--- src/rtl/pod_regs.svh ---
// register offsets, field positions, reset values and timing figures of the pwm output stage
`ifndef POD_REGS_SVH
`define POD_REGS_SVH
// ****************************************
// register word addresses
// ****************************************
`define POD_ADDR_CTRL_A 4'h0
`define POD_ADDR_CTRL_B 4'h1
`define POD_ADDR_DT_VALUE 4'h2
`define POD_ADDR_DT_SEL 4'h3
`define POD_ADDR_OVERRIDE 4'h4
`define POD_ADDR_CONFIG 4'h5
`define POD_ADDR_DUTY1 4'h6
`define POD_ADDR_STATUS 4'hA
// ****************************************
// field positions
// ****************************************
`define POD_CTRLA_MODE_LSB 0
`define POD_CTRLA_EN_LSB 4
`define POD_CTRLB_IUE_BIT 0
`define POD_CTRLB_OVERRIDE_SYNC_EN_BIT 1
`define POD_DTV_A_LSB 0
`define POD_DTV_B_LSB 8
`define POD_CFG_HIGH_SIDE_POLARITY_BIT 0
`define POD_CFG_LOW_SIDE_POLARITY_BIT 1
`define POD_CFG_PIN_BIT 2
// ****************************************
// reset values
// ****************************************
`define POD_RST_WORD 16'h0000
`define POD_RST_CFG 3'h7
`define POD_PAIRS_ALL_ON 4'hF
`define POD_PAIRS_ALL_OFF 4'h0
// ****************************************
// dead-time prescaler terminal counts (tcy, 2, 4, 8)
// ****************************************
`define POD_PRE_DIV1 3'h0
`define POD_PRE_DIV2 3'h1
`define POD_PRE_DIV4 3'h3
`define POD_PRE_DIV8 3'h7
`endif

--- src/rtl/pod_pkg.sv ---
// types shared by the pwm output stage
package pod_pkg;
	// ****************************************
	// time-base modes, gray order along the usual path
	// ****************************************
	typedef enum logic [1:0] {
		POD_TB_FREE = 2'h0,
		POD_TB_UPDOWN = 2'h1,
		POD_TB_DOUBLE = 2'h3,
		POD_TB_SINGLE = 2'h2
	} pod_tbmode_t;
	// ****************************************
	// one dead-time setting: prescaler and count
	// ****************************************
	typedef struct packed {
		logic [1:0] prescale;
		logic [5:0] count;
	} pod_dt_t;
	// ****************************************
	// per-pair override selection and forced state
	// ****************************************
	typedef struct packed {
		logic selHigh;
		logic selLow;
		logic stateHigh;
		logic stateLow;
	} pod_ovr_t;
endpackage : pod_pkg

--- src/rtl/pod_output_stage.sv ---
// pwm output stage: duty compare, pair modes, dead time, override and pin control
`include "pod_regs.svh"

// ****************************************
// dead-time unit of one complementary pair
// ****************************************
module pod_deadtime_unit import pod_pkg::*; (
	input wire logic ref_clk,
	input wire logic reset,
	input wire logic highIn,
	input wire logic lowIn,
	input wire pod_dt_t dtA,
	input wire pod_dt_t dtB,
	input wire logic selActive,
	input wire logic selInactive,
	input wire logic clearPrescale,
	output logic highOut,
	output logic lowOut,
	output logic busy
);
	logic highPrev_q, highPrev_d;
	logic [5:0] count_q, count_d;
	logic [2:0] pre_q, pre_d;
	logic [1:0] ps_q, ps_d;
	logic rise, fall, tick;
	logic [2:0] preLast;
	pod_dt_t pick;

	// ****************************************
	// next state of the dead-time counter
	// ****************************************
	// edge detect, value pick and down count
	always_comb begin
		rise = highIn & ~highPrev_q;
		fall = ~highIn & highPrev_q;
		pick = (rise ? selActive : selInactive) ? dtB : dtA;
		case (ps_q)
			2'h0: preLast = `POD_PRE_DIV1;
			2'h1: preLast = `POD_PRE_DIV2;
			2'h2: preLast = `POD_PRE_DIV4;
			default: preLast = `POD_PRE_DIV8;
		endcase
		tick = (pre_q == preLast);
		highPrev_d = highIn;
		count_d = count_q;
		pre_d = pre_q;
		ps_d = ps_q;
		if (rise | fall) begin
			count_d = pick.count;
			ps_d = pick.prescale;
			pre_d = 3'h0;
		end else if (clearPrescale) begin
			pre_d = 3'h0;
		end else if (count_q != 6'h00) begin
			if (tick) begin
				pre_d = 3'h0;
				count_d = count_q - 6'h01;
			end else begin
				pre_d = pre_q + 3'h1;
			end
		end
	end

	// ****************************************
	// pin gating while the counter runs
	// ****************************************
	// turn-on of either pin waits for the counter to run out
	always_comb begin
		busy = (count_q != 6'h00) | rise | fall;
		highOut = highIn & ~busy;
		lowOut = lowIn & ~highIn & ~busy;
	end

	always_ff @(posedge ref_clk) begin
		if (reset) begin
			highPrev_q <= 1'b0;
			count_q <= 6'h00;
			pre_q <= 3'h0;
			ps_q <= 2'h0;
		end else begin
			highPrev_q <= highPrev_d;
			count_q <= count_d;
			pre_q <= pre_d;
			ps_q <= ps_d;
		end
	end
endmodule // pod_deadtime_unit

// Notes on behaviour
// - immediate-update bit makes duty writes take effect
// - lowered duty below counter ends pulse early
// - raised duty above counter lengthens active pulse
// - inactive output with larger duty goes active
// - duty register n drives pair n, complementary
// - cleared mode bit means complementary; reset default
// - per-pair 6-bit dead-time counter on compare edges
// - active-edge and inactive-edge dead-time select bits
// - each value has prescaler of 1,2,4,8 cycles
// - two 6-bit counts times prescaled period
// - prescalers clear on load, dead-time writes, reset
// - independent pair: no dead time, both active
// - independent pins show pwm or forced state
// - single-pulse: active on enable, inactive on match
// - period match ends single pulse, requests stop
// - override upper byte selects, lower byte states
// - overridden low is complement; dead time kept
// - synced overrides act at zero, centre also period
// - reset pin strap: driven inactive or tri-stated; when driven, only the high pins start inactive, the low pins start active
// - separate polarity for high and low pins
// - strap and polarity combine with pair enables
// - edge-aligned: active from zero until duty match
// - duty buffered, compare value loaded at boundary
module pod_output_stage import pod_pkg::*; (
	input wire logic ref_clk,
	input wire logic reset,
	input wire logic [3:0] regAddr,
	input wire logic [15:0] regWrData,
	input wire logic regWrEn,
	input wire logic regRdEn,
	output logic [15:0] regRdData,
	input wire logic [14:0] timebaseCounter,
	input wire logic periodMatch,
	input wire logic counterZero,
	input wire logic timebaseEnable,
	input wire logic [1:0] timebaseMode,
	input wire logic highPolStrap,
	input wire logic lowPolStrap,
	input wire logic resetPinStrap,
	output logic [3:0] pairHighOut,
	output logic [3:0] pairHighOe,
	output logic [3:0] pairLowOut,
	output logic [3:0] pairLowOe,
	output logic singlePulseEnd
);
	// ****************************************
	// software registers
	// ****************************************
	logic [3:0] pairIndependentSel_q, pairIndependentSel_d;
	logic [3:0] pairOutputEnable_q, pairOutputEnable_d;
	logic immediateUpdateEn_q, immediateUpdateEn_d;
	logic overrideSyncEn_q, overrideSyncEn_d;
	logic [15:0] deadtimeValueReg_q, deadtimeValueReg_d;
	logic [7:0] deadtimeSelectReg_q, deadtimeSelectReg_d;
	logic [15:0] overrideControlReg_q, overrideControlReg_d;
	logic [15:0] dutyBuf_q [4];
	logic [15:0] dutyBuf_d [4];
	logic [15:0] dutyActive_q [4];
	logic [15:0] dutyActive_d [4];
	logic [15:0] regRdData_d;
	logic wrDuty, boundary, centre, single;
	logic [3:0] dutyIdx;
	pod_tbmode_t mode;

	// ****************************************
	// configuration caught after reset release
	// ****************************************
	logic [2:0] cfg_q, cfg_d;
	logic init_q;
	logic highPol, lowPol;

	// ****************************************
	// override, compare and pin state
	// ****************************************
	logic [15:0] overrideEff_d, overrideEff_q;
	logic [3:0] compare, busy;
	logic [3:0] dtHighIn, dtLowIn, dtHighOut, dtLowOut;
	logic [3:0] highActive, lowActive;
	logic [3:0] pairHighOut_d, pairLowOut_d, pairHighOe_d, pairLowOe_d;
	logic singlePulseEnd_d;
	pod_ovr_t ovr [4];

	// ****************************************
	// time-base decode
	// ****************************************
	// time-base mode decode and duty update boundary
	always_comb begin
		mode = pod_tbmode_t'(timebaseMode);
		single = (mode == POD_TB_SINGLE);
		centre = (mode == POD_TB_UPDOWN) | (mode == POD_TB_DOUBLE);
		case (mode)
			POD_TB_FREE: boundary = periodMatch;
			POD_TB_SINGLE: boundary = periodMatch;
			POD_TB_UPDOWN: boundary = counterZero;
			POD_TB_DOUBLE: boundary = counterZero | periodMatch;
			default: boundary = 1'b0;
		endcase
		boundary = boundary | ~timebaseEnable;
		dutyIdx = regAddr - `POD_ADDR_DUTY1;
		wrDuty = regWrEn & (regAddr >= `POD_ADDR_DUTY1) & (regAddr < `POD_ADDR_STATUS);
	end

	// ****************************************
	// register file and duty buffers
	// ****************************************
	// register writes and duty buffering
	always_comb begin
		pairIndependentSel_d = pairIndependentSel_q;
		pairOutputEnable_d = pairOutputEnable_q;
		immediateUpdateEn_d = immediateUpdateEn_q;
		overrideSyncEn_d = overrideSyncEn_q;
		deadtimeValueReg_d = deadtimeValueReg_q;
		deadtimeSelectReg_d = deadtimeSelectReg_q;
		overrideControlReg_d = overrideControlReg_q;
		cfg_d = cfg_q;
		if (init_q) begin
			cfg_d = {resetPinStrap, lowPolStrap, highPolStrap};
			pairOutputEnable_d = resetPinStrap ? `POD_PAIRS_ALL_OFF : `POD_PAIRS_ALL_ON;
		end
		if (regWrEn) begin
			case (regAddr)
				`POD_ADDR_CTRL_A: begin
					pairIndependentSel_d = regWrData[`POD_CTRLA_MODE_LSB +: 4];
					pairOutputEnable_d = regWrData[`POD_CTRLA_EN_LSB +: 4];
				end
				`POD_ADDR_CTRL_B: begin
					immediateUpdateEn_d = regWrData[`POD_CTRLB_IUE_BIT];
					overrideSyncEn_d = regWrData[`POD_CTRLB_OVERRIDE_SYNC_EN_BIT];
				end
				`POD_ADDR_DT_VALUE: deadtimeValueReg_d = regWrData;
				`POD_ADDR_DT_SEL: deadtimeSelectReg_d = regWrData[7:0];
				`POD_ADDR_OVERRIDE: overrideControlReg_d = regWrData;
				default: ;
			endcase
		end
		for (int k = 0; k < 4; k++) begin
			dutyBuf_d[k] = dutyBuf_q[k];
			if (wrDuty && dutyIdx == 4'(k))
				dutyBuf_d[k] = regWrData;
			dutyActive_d[k] = boundary ? dutyBuf_d[k] : dutyActive_q[k];
			if (wrDuty && dutyIdx == 4'(k) && immediateUpdateEn_q)
				dutyActive_d[k] = regWrData;
		end
	end

	// ****************************************
	// read port
	// ****************************************
	// read data, one cycle after the strobe
	always_comb begin
		regRdData_d = `POD_RST_WORD;
		if (regRdEn) begin
			case (regAddr)
				`POD_ADDR_CTRL_A: regRdData_d = {8'h00, pairOutputEnable_q, pairIndependentSel_q};
				`POD_ADDR_CTRL_B: regRdData_d = {14'h0000, overrideSyncEn_q, immediateUpdateEn_q};
				`POD_ADDR_DT_VALUE: regRdData_d = deadtimeValueReg_q;
				`POD_ADDR_DT_SEL: regRdData_d = {8'h00, deadtimeSelectReg_q};
				`POD_ADDR_OVERRIDE: regRdData_d = overrideControlReg_q;
				`POD_ADDR_CONFIG: regRdData_d = {13'h0000, cfg_q};
				`POD_ADDR_STATUS: regRdData_d = {8'h00, compare, busy};
				default: begin
					if (regAddr >= `POD_ADDR_DUTY1 && regAddr < `POD_ADDR_STATUS)
						regRdData_d = dutyBuf_q[dutyIdx[1:0]];
				end
			endcase
		end
	end

	// ****************************************
	// output override
	// ****************************************
	// overrides copied to the working set, optionally on time-base events
	always_comb begin
		overrideEff_d = overrideEff_q;
		if (~overrideSyncEn_q | counterZero | (centre & periodMatch))
			overrideEff_d = overrideControlReg_q;
		for (int k = 0; k < 4; k++) begin
			ovr[k].selHigh = overrideEff_q[8 + 2 * k];
			ovr[k].selLow = overrideEff_q[9 + 2 * k];
			ovr[k].stateHigh = overrideEff_q[2 * k];
			ovr[k].stateLow = overrideEff_q[1 + 2 * k];
		end
	end

	// ****************************************
	// pin path
	// ****************************************
	// duty compare per pair and source of each pin
	always_comb begin
		// straps used directly in the capture cycle, so the first
		// value driven after reset already has the right sense
		highPol = init_q ? highPolStrap : cfg_q[`POD_CFG_HIGH_SIDE_POLARITY_BIT];
		lowPol = init_q ? lowPolStrap : cfg_q[`POD_CFG_LOW_SIDE_POLARITY_BIT];
		singlePulseEnd_d = single & timebaseEnable & periodMatch;
		for (int k = 0; k < 4; k++) begin
			compare[k] = ({1'b0, timebaseCounter} < dutyActive_q[k]);
			if (single)
				compare[k] = compare[k] & timebaseEnable & ~periodMatch;
			dtHighIn[k] = ovr[k].selHigh ? ovr[k].stateHigh : compare[k];
			dtLowIn[k] = ovr[k].selLow ? (ovr[k].stateLow & ~dtHighIn[k]) : ~dtHighIn[k];
			if (pairIndependentSel_q[k]) begin
				highActive[k] = dtHighIn[k];
				lowActive[k] = ovr[k].selLow ? ovr[k].stateLow : compare[k];
			end else begin
				highActive[k] = dtHighOut[k];
				lowActive[k] = dtLowOut[k];
			end
			pairHighOut_d[k] = highPol ? highActive[k] : ~highActive[k];
			pairLowOut_d[k] = lowPol ? lowActive[k] : ~lowActive[k];
			pairHighOe_d[k] = pairOutputEnable_q[k];
			pairLowOe_d[k] = pairOutputEnable_q[k];
		end
	end

	// ****************************************
	// dead-time generators
	// ****************************************
	// one dead-time unit per pair
	for (genvar g = 0; g < 4; g++) begin : gen_dt
		pod_deadtime_unit pod_deadtime_unit_inst (
			.ref_clk(ref_clk),
			.reset(reset),
			.highIn(dtHighIn[g]),
			.lowIn(dtLowIn[g]),
			.dtA(pod_dt_t'({deadtimeValueReg_q[7:6], deadtimeValueReg_q[`POD_DTV_A_LSB +: 6]})),
			.dtB(pod_dt_t'({deadtimeValueReg_q[15:14], deadtimeValueReg_q[`POD_DTV_B_LSB +: 6]})),
			.selActive(deadtimeSelectReg_q[2 * g]),
			.selInactive(deadtimeSelectReg_q[2 * g + 1]),
			.clearPrescale(regWrEn & ((regAddr == `POD_ADDR_DT_VALUE) | (regAddr == `POD_ADDR_DT_SEL))),
			.highOut(dtHighOut[g]),
			.lowOut(dtLowOut[g]),
			.busy(busy[g])
		);
	end

	// ****************************************
	// state registers
	// ****************************************
	// register all state; pins tri-stated while reset holds
	always_ff @(posedge ref_clk) begin
		if (reset) begin
			init_q <= 1'b1;
			cfg_q <= `POD_RST_CFG;
			pairIndependentSel_q <= `POD_PAIRS_ALL_OFF;
			pairOutputEnable_q <= `POD_PAIRS_ALL_OFF;
			immediateUpdateEn_q <= 1'b0;
			overrideSyncEn_q <= 1'b0;
			deadtimeValueReg_q <= `POD_RST_WORD;
			deadtimeSelectReg_q <= 8'h00;
			overrideControlReg_q <= `POD_RST_WORD;
			overrideEff_q <= `POD_RST_WORD;
			for (int k = 0; k < 4; k++) begin
				dutyBuf_q[k] <= `POD_RST_WORD;
				dutyActive_q[k] <= `POD_RST_WORD;
			end
			regRdData <= `POD_RST_WORD;
			pairHighOut <= 4'h0;
			pairLowOut <= 4'h0;
			pairHighOe <= 4'h0;
			pairLowOe <= 4'h0;
			singlePulseEnd <= 1'b0;
		end else begin
			init_q <= 1'b0;
			cfg_q <= cfg_d;
			pairIndependentSel_q <= pairIndependentSel_d;
			pairOutputEnable_q <= pairOutputEnable_d;
			immediateUpdateEn_q <= immediateUpdateEn_d;
			overrideSyncEn_q <= overrideSyncEn_d;
			deadtimeValueReg_q <= deadtimeValueReg_d;
			deadtimeSelectReg_q <= deadtimeSelectReg_d;
			overrideControlReg_q <= overrideControlReg_d;
			overrideEff_q <= overrideEff_d;
			for (int k = 0; k < 4; k++) begin
				dutyBuf_q[k] <= dutyBuf_d[k];
				dutyActive_q[k] <= dutyActive_d[k];
			end
			regRdData <= regRdData_d;
			pairHighOut <= pairHighOut_d;
			pairLowOut <= pairLowOut_d;
			pairHighOe <= pairHighOe_d;
			pairLowOe <= pairLowOe_d;
			singlePulseEnd <= singlePulseEnd_d;
		end
	end
endmodule // pod_output_stage

--- config.mk ---
export PLATFORM = sky130hd
export DESIGN_NAME = pod_output_stage
export DESIGN_NICKNAME = d
export VERILOG_FILES = /design/src/rtl/pod_pkg.sv /design/src/rtl/pod_output_stage.sv
export VERILOG_INCLUDE_DIRS = /design/src /design/src/rtl
export SDC_FILE = /design/constraint.sdc
export NUM_CORES = 1
export LEC_CHECK = 0
export BUFFER_PORTS_ARGS = -buffer_cell sky130_fd_sc_hd__buf_2
export CAP_MARGIN = 10
export CELL_PAD_IN_SITES_DETAIL_PLACEMENT = 0
export CELL_PAD_IN_SITES_GLOBAL_PLACEMENT = 1
export CORE_MARGIN = 4
export CORE_UTILIZATION = 43
export CTS_CLUSTER_SIZE = 20
export DETAILED_ROUTE_END_ITERATION = 10
export PLACE_DENSITY = 0.83
export SYNTH_ARGS = -nofsm -noshare
export SYNTH_HDL_FRONTEND = slang
export SYNTH_HIERARCHICAL = 1
export SYNTH_SLANG_ARGS = --single-unit
--- constraint.sdc ---
create_clock -name ref_clk -period 4.16 [get_ports ref_clk]
set_input_delay 1.04 -clock ref_clk [delete_from_list [all_inputs] [get_ports ref_clk]]
set_output_delay 1.04 -clock ref_clk [all_outputs]
set_load 0.01 [all_outputs]
Word-level counts from Yosys, hierarchy flattened
Memory sizes are Yosys's and may differ from the RTL's.
Cells that the tools add are included.
- register bits: 147
- latch bits: 0
- memory bits (writable): 128
- memory bits (read-only): 0
- input port bits: 47
- output and inout port bits: 33
- memories kept: 2
- add/sub/neg operators: 9
- $mul: 0
- div/mod/pow operators: 0
- magnitude comparators: 6
- equal/unequal tests: 28
- shifts and indexed selects: 0
- multiplexer cells: 96
- bitwise logic cells: 88
- reductions and logical operators: 43
- memory list (name ; depth ; width ; read ports ; clocked after Yosys merged registers in ; write ports ; line ; RTL):
    dutyActive_q ; 4 ; 16 ; 4 ; 0 ; 4 ; pod_output_stage.sv:147 ; logic [15:0] dutyActive_q [4];
    dutyBuf_q ; 4 ; 16 ; 5 ; 0 ; 4 ; pod_output_stage.sv:145 ; logic [15:0] dutyBuf_q [4];
- operator list (kind ; count):
    $mux 16 ; 21
    $pmux 16 s7 ; 1
    $mux 6 ; 16
    $lt 15x16->1 ; 4
    $mux 1 ; 41
    $and 1x1->1 ; 38
    $pmux 3 s3 ; 4
    $mux 8 ; 4
    $or 1x1->1 ; 26
    $not 1->1 ; 24
    $reduce_bool 6->1 ; 4
    $sub 6x1->6 const B ; 4
    $eq 4x2->1 const B ; 4
    $mux 4 ; 4
    $reduce_bool 2->1 ; 8
    $add 3x1->3 const B ; 4
    $eq 2x2->1 const B ; 6
    $eq 3x3->1 ; 4
    $mux 3 ; 4
    $reduce_and 3->1 ; 4
    $reduce_or 3->1 ; 4
    $eq 2x1->1 const B ; 5
    $logic_not 2->1 ; 5
    $reduce_and 2->1 ; 5
    12 further kinds ; 26

Depth between registers and ports, before layout
Gate-level depths: netlist of the first run.
- depth in word-level cells: 13
- gate-level depth with buffers: 16
- mapped depth without buffers: 16

Modules after synthesis
Netlist of the first run, hierarchy kept.
- modules (own cells, without submodules) (module ; times used ; cells each ; area each (µm²)):
    pod_output_stage ; 1 ; 1177 ; 10652.7
    pod_deadtime_unit ; 4 ; 91 ; 788.3

Worst setup path before layout of the first run
No wires, ideal clock.
- kind: input to register
- start point: in timebaseCounter[2]
- end point: reg gen_dt[3].pod_deadtime_unit_inst.ps_q[0]
- arrival: 3.828 ns
- required time: 4.033 ns
- setup slack: 0.205 ns
- stages on the path: 14
- path buffers: 1
- cell sequence: ha_1 > a211o_1 > a31oi_1 > o221ai_1 > a21o_1 > or2_2 > o21ai_0 > ha_1 > mux2i_1 > clkbuf_1 > mux2i_1 > nor2_1 > a21oi_1 > nor2_1
- cells in the longest elaborated chain, start to end: 8
- elaborated cells between the ends (all ways): 11
- those cells by class: 1 x order compare; 4 x mux; 6 x bitwise
- ends and longest elaborated chain (what ; line ; RTL):
    from (decl) ; pod_output_stage.sv:121 ; input wire logic [14:0] timebaseCounter,
    $lt 15x16->1 * ; pod_output_stage.sv:285 ; compare[k] = ({1'b0, timebaseCounter} < dutyActive_q[k]);
    $and 1x1->1 (2 in series) ; pod_output_stage.sv:287 ; compare[k] = compare[k] & timebaseEnable & ~periodMatch;
    $mux 1 * ; pod_output_stage.sv:286 ; if (single)
    $mux 1 * ; pod_output_stage.sv:288 ; dtHighIn[k] = ovr[k].selHigh ? ovr[k].stateHigh : compare[k];
    via dtHighIn[3] ; pod_output_stage.sv:166 ; logic [3:0] dtHighIn, dtLowIn, dtHighOut, dtLowOut;
    $and 1x1->1 or $not 1->1 (tied branches) ; pod_output_stage.sv:34, pod_output_stage.sv:35 ;
    $mux 1 or $and 1x1->1 (tied branches) ; pod_output_stage.sv:36, pod_output_stage.sv:35 ;
    $mux 8 or $or 1x1->1 (tied branches) ; pod_output_stage.sv:36, pod_output_stage.sv:48 ;
    to (signal assigned) ; pod_output_stage.sv:84 ; ps_q <= ps_d;
    to (decl) ; pod_output_stage.sv:24 ; logic [1:0] ps_q, ps_d;
Mark *: on every way through the listed nets, which the timed path passes. The rest lies on a longest branch.
A chain may end at the register's enable or synchronous reset.

Final worst setup path of the first run
- start point: in timebaseCounter[2]
- end point: reg pairLowOut[3]
- cells in the longest elaborated chain, start to end: 13
- elaborated cells between the ends (all ways): 19
- those cells by class: 1 x order compare; 6 x mux; 12 x bitwise
- ends and longest elaborated chain (what ; line ; RTL):
    $lt 15x16->1 * ; pod_output_stage.sv:285 ;
    $and 1x1->1 (2 in series) ; pod_output_stage.sv:287 ;
    $mux 1 * ; pod_output_stage.sv:286 ;
    $mux 1 * ; pod_output_stage.sv:288 ;
    via dtHighIn[3] ; pod_output_stage.sv:166 ;
    $and 1x1->1 or $not 1->1 (tied branches) ; pod_output_stage.sv:34, pod_output_stage.sv:35 ;
    $or 1x1->1 or $and 1x1->1 (tied branches) ; pod_output_stage.sv:69, pod_output_stage.sv:35 ;
    $or 1x1->1 * ; pod_output_stage.sv:69 ; busy = (count_q != 6'h00) | rise | fall;
    via busy[3] ; pod_output_stage.sv:165 ; logic [3:0] compare, busy;
    $not 1->1 * ; pod_output_stage.sv:71 ; lowOut = lowIn & ~highIn & ~busy;
    $and 1x1->1 * ; pod_output_stage.sv:71 ;
    via dtLowOut[3] ; pod_output_stage.sv:166 ;
    $mux 1 * ; pod_output_stage.sv:290 ; if (pairIndependentSel_q[k]) begin
    $not 1->1 ; pod_output_stage.sv:298 ; pairLowOut_d[k] = lowPol ? lowActive[k] : ~lowActive[k];
    $mux 1 * ; pod_output_stage.sv:298 ;
    to (signal assigned) ; pod_output_stage.sv:368 ; pairLowOut <= pairLowOut_d;
    to (decl) ; pod_output_stage.sv:131 ; output logic [3:0] pairLowOut,
Marks and branches as above.

==> impl_metrics.py, run 1 <==
metrics = {
    "outcome": {
        "outcome": "complete, no violations",
    },
    "cts": {
        "insertion_delay_ns": 0.57,
        "cts-resized-gates": 0,
        "postCtsSetupBuffers": 0,
        "clk_path_buf_depth": 3,
        "clock-sinks": 275,
        "clkSlewWorstSetupHoldPaths_ns": 0.06,
        "postCtsHoldBufs": 0,
        "htreeDepth": 1,
        "cts_tree": "yes",
        "cts_root_buf": "clkbuf_16",
        "cts_buffers": 30,
    },
    "synth": {
        "netlist.area_leader.share_pct": 39.9,
        "syn_area_per_cell_um2": 8.96,
        "ys_top_cells_by_area": "dfxtp_1, mux2i_1, ha_1",
        "synthArstFlopShare_pct": 0,
        "synth_edf_count": 0,
        "ys_ff_latch": 275,
        "synthesis.area_um2": 13800,
        "synthCells": 1541,
        "seq_area_frac_synth_pct": 39.9,
        "synthFlopType": "dfxtp_1",
        "yosys.area.top_type": "dfxtp_1",
        "yosys_warnings": 6,
        "ys_types": 66,
        "synth_fp_nets": 1665,
    },
    "timing": {
        "postLayoutSetupSlackWorst_ns": 0.361,
        "finClkSkew_ns": 0.0193,
        "setup_tns_ns": 0,
        "final.period_utilization_pct": 91.3,
        "setup_viol": 0,
        "rsz0062_at_grt": "false",
        "hold_viol_final": 0,
        "finalMaxSlewViolations": 0,
        "fin_crit_ns": 3.80,
        "worstMarginPinSlew_ns": 0.728,
        "slew_headroom_pct": 50.1,
        "fmax_mhz": 263,
    },
    "worst_setup_path": {
        "r2r_slack_ns": 0.60,
        "worstPathRequired_ns": 4.62,
        "cp_max_fo": 4,
        "rr_worst_depth": 16,
        "criticalPathCategory": "primary input to register",
        "end_kind": "register",
        "r2r-end": "pairLowOut[3]",
        "cp.arrival_ns": 4.26,
        "r2r-start": "dutyActive_q[3][2]",
        "start_kind": "primary input",
    },
    "grt": {
        "grt_pass1_wl_um": 63300,
        "antenna_found_initial": 1,
        "first_global_vias": 11300,
        "grt_max_degree": 94,
        "grt_usage_pct": 22.5,
        "grt_overflow": 0,
    },
    "route": {
        "first_iter_violations": 989,
        "route.met2.wl_um": 18500,
        "top_layer": "met5",
        "via_count": 11500,
        "wl_met3_um": 2290,
        "vias_per_cell": 5.64,
        "route.detailed.drc": 0,
        "ant_nets": 0,
        "first_pass_iters": 6,
        "wl_met1_um": 18100,
        "routedWlPerCell_um": 19.7,
        "wl_um": 40300,
    },
    "placement": {
        "port-buffer-count": 79,
        "dp_cells": 1993,
        "hpwlAfterDp_um": 29700,
        "dp_slack_ns": -0.176,
        "finalWeightedCongestion": 0.919,
    },
    "pwr": {
        "p_leak_uw": 0.00679,
        "powerDensity_nw_per_um2": 445,
        "vdd_drop_max_uv": 321,
        "power_uw": 7030,
    },
    "floorplan": {
        "die_y_um": 187,
        "die_w_um": 187,
        "io_pins": 80,
        "dieArea_um2": 35000,
        "start_util_pct": 43.6,
        "rows": 65,
        "core-area_um2": 31600,
    },
    "min_path": {
        "holdPathEnd": "overrideControlReg_q[0]",
        "hp-start": "overrideControlReg_q[0]",
        "whs_path_depth": 2,
        "hold_class": "register to register",
    },
    "final_layout": {
        "multi_input_area_um2": 7570,
        "final_cell_count_no_fill": 2046,
        "nFillCells": 3018,
        "antennaDiodeCount": 0,
        "seqCellArea_um2": 5510,
        "final_util_pct": 50.0,
        "syn_to_final_growth_pct": 14.5,
        "drive_gt1_share_pct": 14.2,
        "fin_nets": 1747,
    },
    "run": {
        "maxCapViolations": 0,
    },
}
## kinds of logic after synthesis
group / count (synthesis) / synth area share (%)
fa+ha+maj: 77 / 6.98
buf+inv: 181 / 5.34
xor+xnor: 20 / 1.27
mux: 141 / 11.7
compound gates: 337 / 17.4
simple gates: 510 / 17.4
flops: 275 / 39.9
## cells in the final DEF (no fill, tap or decap), types with 6 or more instances in the layout
cell type and count:
buf_2 78, a32oi_1 6, nand4_1 9, a222oi_1 10, mux4_2 16, a211o_1 6
o31ai_1 15, o21ai_0 23, clkbuf_1 8, buf_4 65, mux2i_1 121, nand4b_1 12
a21o_1 24, or4_1 12, inv_1 87, nor2b_1 31, nor3_1 13, nand2_1 115
a311oi_1 12, nand2b_1 15, dfxtp_1 275, nand3_1 19, xnor2_1 12, ha_1 77
clkbuf_16 30, a21oi_1 100, o22ai_1 6, nor3b_1 9, xor2_1 8, nor2_1 230
or3_1 12, a211oi_1 84
## Yosys cell counts, drive strengths merged, types with 6 or more instances
library cell / number
nand4: 9
xnor2: 12
nor3: 14
nor3b: 9
nor2b: 31
nand2b: 15
nand3: 20
or3: 12
or2: 9
or3b: 7
o31ai: 15
a21o: 24
ha: 77
a222oi: 10
dfxtp: 275
mux2i: 121
a32oi: 6
a211oi: 85
xor2: 8
a311oi: 12
a211o: 6
a21oi: 100
mux4: 16
a2111oi: 7
o22ai: 6
inv: 87
clkbuf: 68
nand2: 118
buf: 26
or4: 12
nor2: 230
o21ai: 26
nand4b: 12
## worst max-delay path by stage
stage                  startpoint                                       end  slack, ns
2_1_floorplan  timebaseCounter[2]  gen_dt[3].pod_deadtime_unit_inst/ps_q[0]       0.21
3_3_place_gp   timebaseCounter[2]                             pairLowOut[3]      -0.15
3_5_place_dp   timebaseCounter[2]                             pairLowOut[3]      -0.18
4_1_cts        timebaseCounter[2]                             pairLowOut[3]       0.39
5_1_grt        timebaseCounter[2]                             pairLowOut[3]       0.08
6_report       timebaseCounter[2]                             pairLowOut[3]       0.36
## final cells by class
type | instances | area share, %
multi-input combinational | 1085 | 47.9
sequential | 275 | 34.8
timing repair buffer | 144 | 5.65
clock buffer | 42 | 5.29
tap | 402 | 3.18
inverter | 87 | 2.07
clock inverter | 11 | 1.07
## flip-flops by register name (all words and copies together), names as in the netlist
signal	count
regRdData	16
dutyBuf_q	64
overrideSyncEn_q	1
gen_dt.pod_deadtime_unit_inst/pre_q	12
overrideControlReg_q	16
dutyActive_q	64
gen_dt.pod_deadtime_unit_inst/ps_q	8
overrideEff_q	16
pairLowOe	4
deadtimeValueReg_q	16
deadtimeSelectReg_q	8
immediateUpdateEn_q	1
cfg_q	3
gen_dt.pod_deadtime_unit_inst/highPrev_q	4
init_q	1
pairIndependentSel_q	4
gen_dt.pod_deadtime_unit_inst/count_q	24
pairHighOe_d	4
pairHighOut	4
pairLowOut	4
singlePulseEnd	1
## through the flow
| stage | instance area, µm² | hold slack [ns] |
|---|---|---|
| detailed placement | 14800 | 0.466 |
| CTS | 15800 | 0.477 |
| finish | 15800 | 0.479 |
| floorplan | 13800 | 0.445 |
| global placement | 14800 | 0.459 |
| global route | 15800 | 0.496 |
## worst max-delay path: stages
cell and delay (ns):
buf_2 0.13, ha_1 0.31, a211o_1 0.26, a31oi_1 0.13, o221ai_1 0.25, a21o_1 0.25
or2_2 0.29, o21ai_0 0.23, inv_1 0.11, ha_1 0.21, or3_1 0.40, nor3b_1 0.21
inv_1 0.06, o21ai_0 0.20, o21ai_0 0.11, o31ai_1 0.09
## routing by layer
metal  GRT usage, %  vias up
li1               -     5669
met1           30.5     5453
met2           36.8      327
met3           3.47       90
met4           7.37        2
met5              0        -
## report_power, final
group          total (µW)  switching [µW]  leakage [µW]  internal, µW
registers            2900             115       0.00223          2780
clock network        2740            1100      0.000491          1640
logic                1390             830       0.00407           560
total                7030            2040       0.00679          4980
(Power assumes the default switching activity.)
==> run 2, diff against run 1 <==
Settings changed: CORE_UTILIZATION 43 to 42, PLACE_DENSITY 0.83 to 0.81, SYNTH_HIERARCHICAL 1 to not set.
==> run 2 against run 1 <==
  * Clock skew decreased by 0.010 ns
  * Synthesized area decreased by 3.6%
  * Design area decreased by 3.7%
  * Critical endpoint is now gen_dt[0].pod_deadtime_unit_inst.count_q[0]
  * Non-clock buffer count decreased by 26
  * Flip-flop and latch count unchanged
  * Clock power about the same
  * Worst setup slack improved by 0.21 ns
  * Sequential power increased by 2%
  * Combinational power increased by 15%
  * Wire length decreased by 6.3%
  * Global-route usage decreased by 1.0 points
  * Highest routed layer is now met4
==> impl_metrics.py, run 2 <==
metrics = {
    "grt": {
        "grt_pass1_wl_um": 58500,
        "first_global_vias": 10400,
        "grt_overflow": 0,
        "antenna_found_initial": 0,
        "grt_max_degree": 101,
        "grt_usage_pct": 21.4,
    },
    "final_layout": {
        "fin_nets": 1681,
        "drive_gt1_share_pct": 12.3,
        "seqCellArea_um2": 5510,
        "final_cell_area_um2": 15200,
        "largestRegisters": "dutyActive_q: 64 flops, dutyBuf_q: 64 flops, gen_dt.pod_deadtime_unit_inst.count_q: 24 flops",
        "most-common-layout-cells": "dfxtp_1, nor2_1, mux2i_1, a211oi_1, nand2_1",
        "syn_to_final_growth_pct": 14.3,
        "final_util_pct": 49.2,
        "final_common_cell": "dfxtp_1",
        "nFillCells": 2927,
        "multi_input_area_um2": 7110,
        "antennaDiodeCount": 0,
    },
    "timing": {
        "rsz0062_at_grt": "false",
        "hold_viol_final": 0,
        "setup_tns_ns": 0,
        "fmax_mhz": 278,
        "final.period_utilization_pct": 86.4,
        "finalMaxSlewViolations": 0,
        "finClkSkew_ns": 0.00930,
        "setup_viol": 0,
        "slew_headroom_pct": 30.3,
        "fin_crit_ns": 3.59,
        "worstMarginPinSlew_ns": 1.05,
    },
    "pwr": {
        "clock_power_share_pct": 37.7,
        "p_leak_uw": 0.00634,
        "p_sw_share_pct": 29.4,
        "powerDensity_nw_per_um2": 482,
        "p_int_uw": 5170,
        "power.switching_uw": 2150,
        "p_seq_share_pct": 40.3,
        "combPwrFrac_pct": 21.9,
        "vdd_drop_max_uv": 330,
    },
    "synth": {
        "seq_area_frac_synth_pct": 41.4,
        "yosys.area.top_type": "dfxtp_1",
        "synth_fa_ha_area_share_pct": 6.86,
        "synthArstFlopShare_pct": 0,
        "synth_fp_nets": 1619,
        "synth_edf_count": 0,
        "yosys.cell_count.top_type": "dfxtp_1",
        "synthCells": 1499,
        "synthFlopType": "dfxtp_1",
        "syn_area_per_cell_um2": 8.88,
        "yosys_warnings": 0,
        "synth_compound_area_share_pct": 14.9,
        "synth_top_family_by_area": "simple AND/OR/NAND/NOR gates",
        "ys_types": 62,
        "synthesis.area_um2": 13300,
        "netlist.area_leader.share_pct": 41.4,
        "yosys.area_share.simple_pct": 16.5,
        "ys_top_cells_by_area": "dfxtp_1, mux2i_1, nor2_1",
        "synthTopCellsByCount": "dfxtp_1, nor2_1, mux2i_1",
        "synth_mux_area_share_pct": 13.3,
        "ys_ff_latch": 275,
        "synth_xor_area_share_pct": 1.71,
    },
    "cts": {
        "postCtsHoldBufs": 0,
        "htreeDepth": 1,
        "cts_tree": "yes",
        "clkSlewWorstSetupHoldPaths_ns": 0.06,
        "cts_root_buf": "clkbuf_16",
        "clk_path_buf_depth": 3,
        "clock-sinks": 275,
        "cts-resized-gates": 0,
        "postCtsSetupBuffers": 0,
        "cts_buffers": 30,
        "insertion_delay_ns": 0.55,
    },
    "worst_setup_path": {
        "cp_max_fo": 11,
        "end_kind": "register",
        "worstPathRequired_ns": 4.58,
        "cp.arrival_ns": 4.01,
        "start_kind": "primary input",
        "criticalPathCategory": "primary input to register",
    },
    "placement": {
        "place_area_um2": 14200,
        "finalWeightedCongestion": 0.941,
        "port-buffer-count": 79,
        "hpwlAfterDp_um": 27500,
    },
    "route": {
        "routedWlPerCell_um": 19.1,
        "route.detailed.drc": 0,
        "first_iter_violations": 751,
        "via_count": 11000,
        "top_layer": "met4",
        "first_pass_iters": 5,
        "vias_per_cell": 5.58,
        "wl_met1_um": 18000,
        "wl_met3_um": 2020,
        "ant_nets": 0,
        "route.met2.wl_um": 16700,
        "wl_um": 37800,
    },
    "floorplan": {
        "dieArea_um2": 34600,
        "rows": 64,
        "die_w_um": 186,
        "core-area_um2": 30900,
        "die_y_um": 186,
        "io_pins": 80,
        "start_util_pct": 43.1,
    },
    "run": {
        "maxCapViolations": 0,
    },
    "min_path": {
        "hold_class": "register to register",
    },
    "outcome": {
        "outcome": "complete, no violations",
    },
}
## run 2: cell count changes after synthesis, sizes merged, moves of 8 or more
cell / change
or4: -10
a21o: -18
xnor2: +8
a211oi: +21
o31ai: -15
nand4b: -8
a311oi: -9
mux2i: +17
inv: +9
nor2: +16
nand2: -14
nor4: +12
## run 2: final timing paths
| kind | startpoint | endpoint | cells past startpoint | slack [ns] |
|---|---|---|---|---|
| min | overrideControlReg_q[12] | overrideControlReg_q[12] | 2 | 0.48 |
| max reg2reg | dutyActive_q[0][13] | gen_dt[0].pod_deadtime_unit_inst.count_q[0] | 15 | 0.83 |
| min reg2reg | overrideControlReg_q[12] | overrideControlReg_q[12] | 2 | 0.48 |
| max | timebaseCounter[13] | gen_dt[0].pod_deadtime_unit_inst.count_q[0] | 15 | 0.57 |
## run 2: worst max-delay path, cell delays in order
cell	delay, ns
buf_2	0.13
ha_1	0.33
a21o_1	0.17
a221oi_1	0.50
o211ai_1	0.28
buf_4	0.21
o21a_1	0.19
inv_1	0.06
ha_1	0.18
mux2i_1	0.21
buf_4	0.21
mux2i_1	0.23
nor2_1	0.07
a21oi_1	0.13
nor2_1	0.05
## run 2: per-layer routing
metal  up-vias  GRT usage [%]
met3        68           2.66
li1       5395              -
met5         -              0
met2       318           33.8
met4         0           6.00
met1      5259           31.1
## run 2: metrics by stage
step / instances / worst slack (ns) / hold slack [ns] / power (µW)
global route: 1980 / 0.410 / 0.503 / 7700
floorplan: 1499 / 0.487 / 0.445 / 4170
detailed placement: 1925 / 0.0983 / 0.472 / 4600
finish: 1980 / 0.566 / 0.476 / 7330
global placement: 1925 / 0.0651 / 0.459 / 4570
CTS: 1980 / 0.672 / 0.480 / 7380
## run 2: area by class of cell
cell class / count / share of cell area [%]
Multi-Input combinational cell: 1040 / 46.7
Clock buffer: 45 / 5.97
Clock inverter: 10 / 0.872
Sequential cell: 275 / 36.2
Tap cell: 396 / 3.26
Timing Repair Buffer: 118 / 4.65
Inverter: 96 / 2.37
## run 2: cells by family after synthesis
logic type / after synthesis
AOI/OAI and AO/OA: 297
xor gates and xnor gates: 26
adders and majority gates: 73
buffers and inverters: 184
DFF: 275
muxes: 155
and+or+nand+nor: 489
## run 2: power by group through the flow
stage / clock (µW) / sequential [µW] / combinational, µW
3_5_place_dp: 0 / 3010 / 1590
3_3_place_gp: 0 / 3010 / 1570
5_1_grt: 2920 / 2980 / 1800
4_1_cts: 2830 / 2950 / 1610
2_1_floorplan: 0 / 2980 / 1190
6_report: 2770 / 2960 / 1600
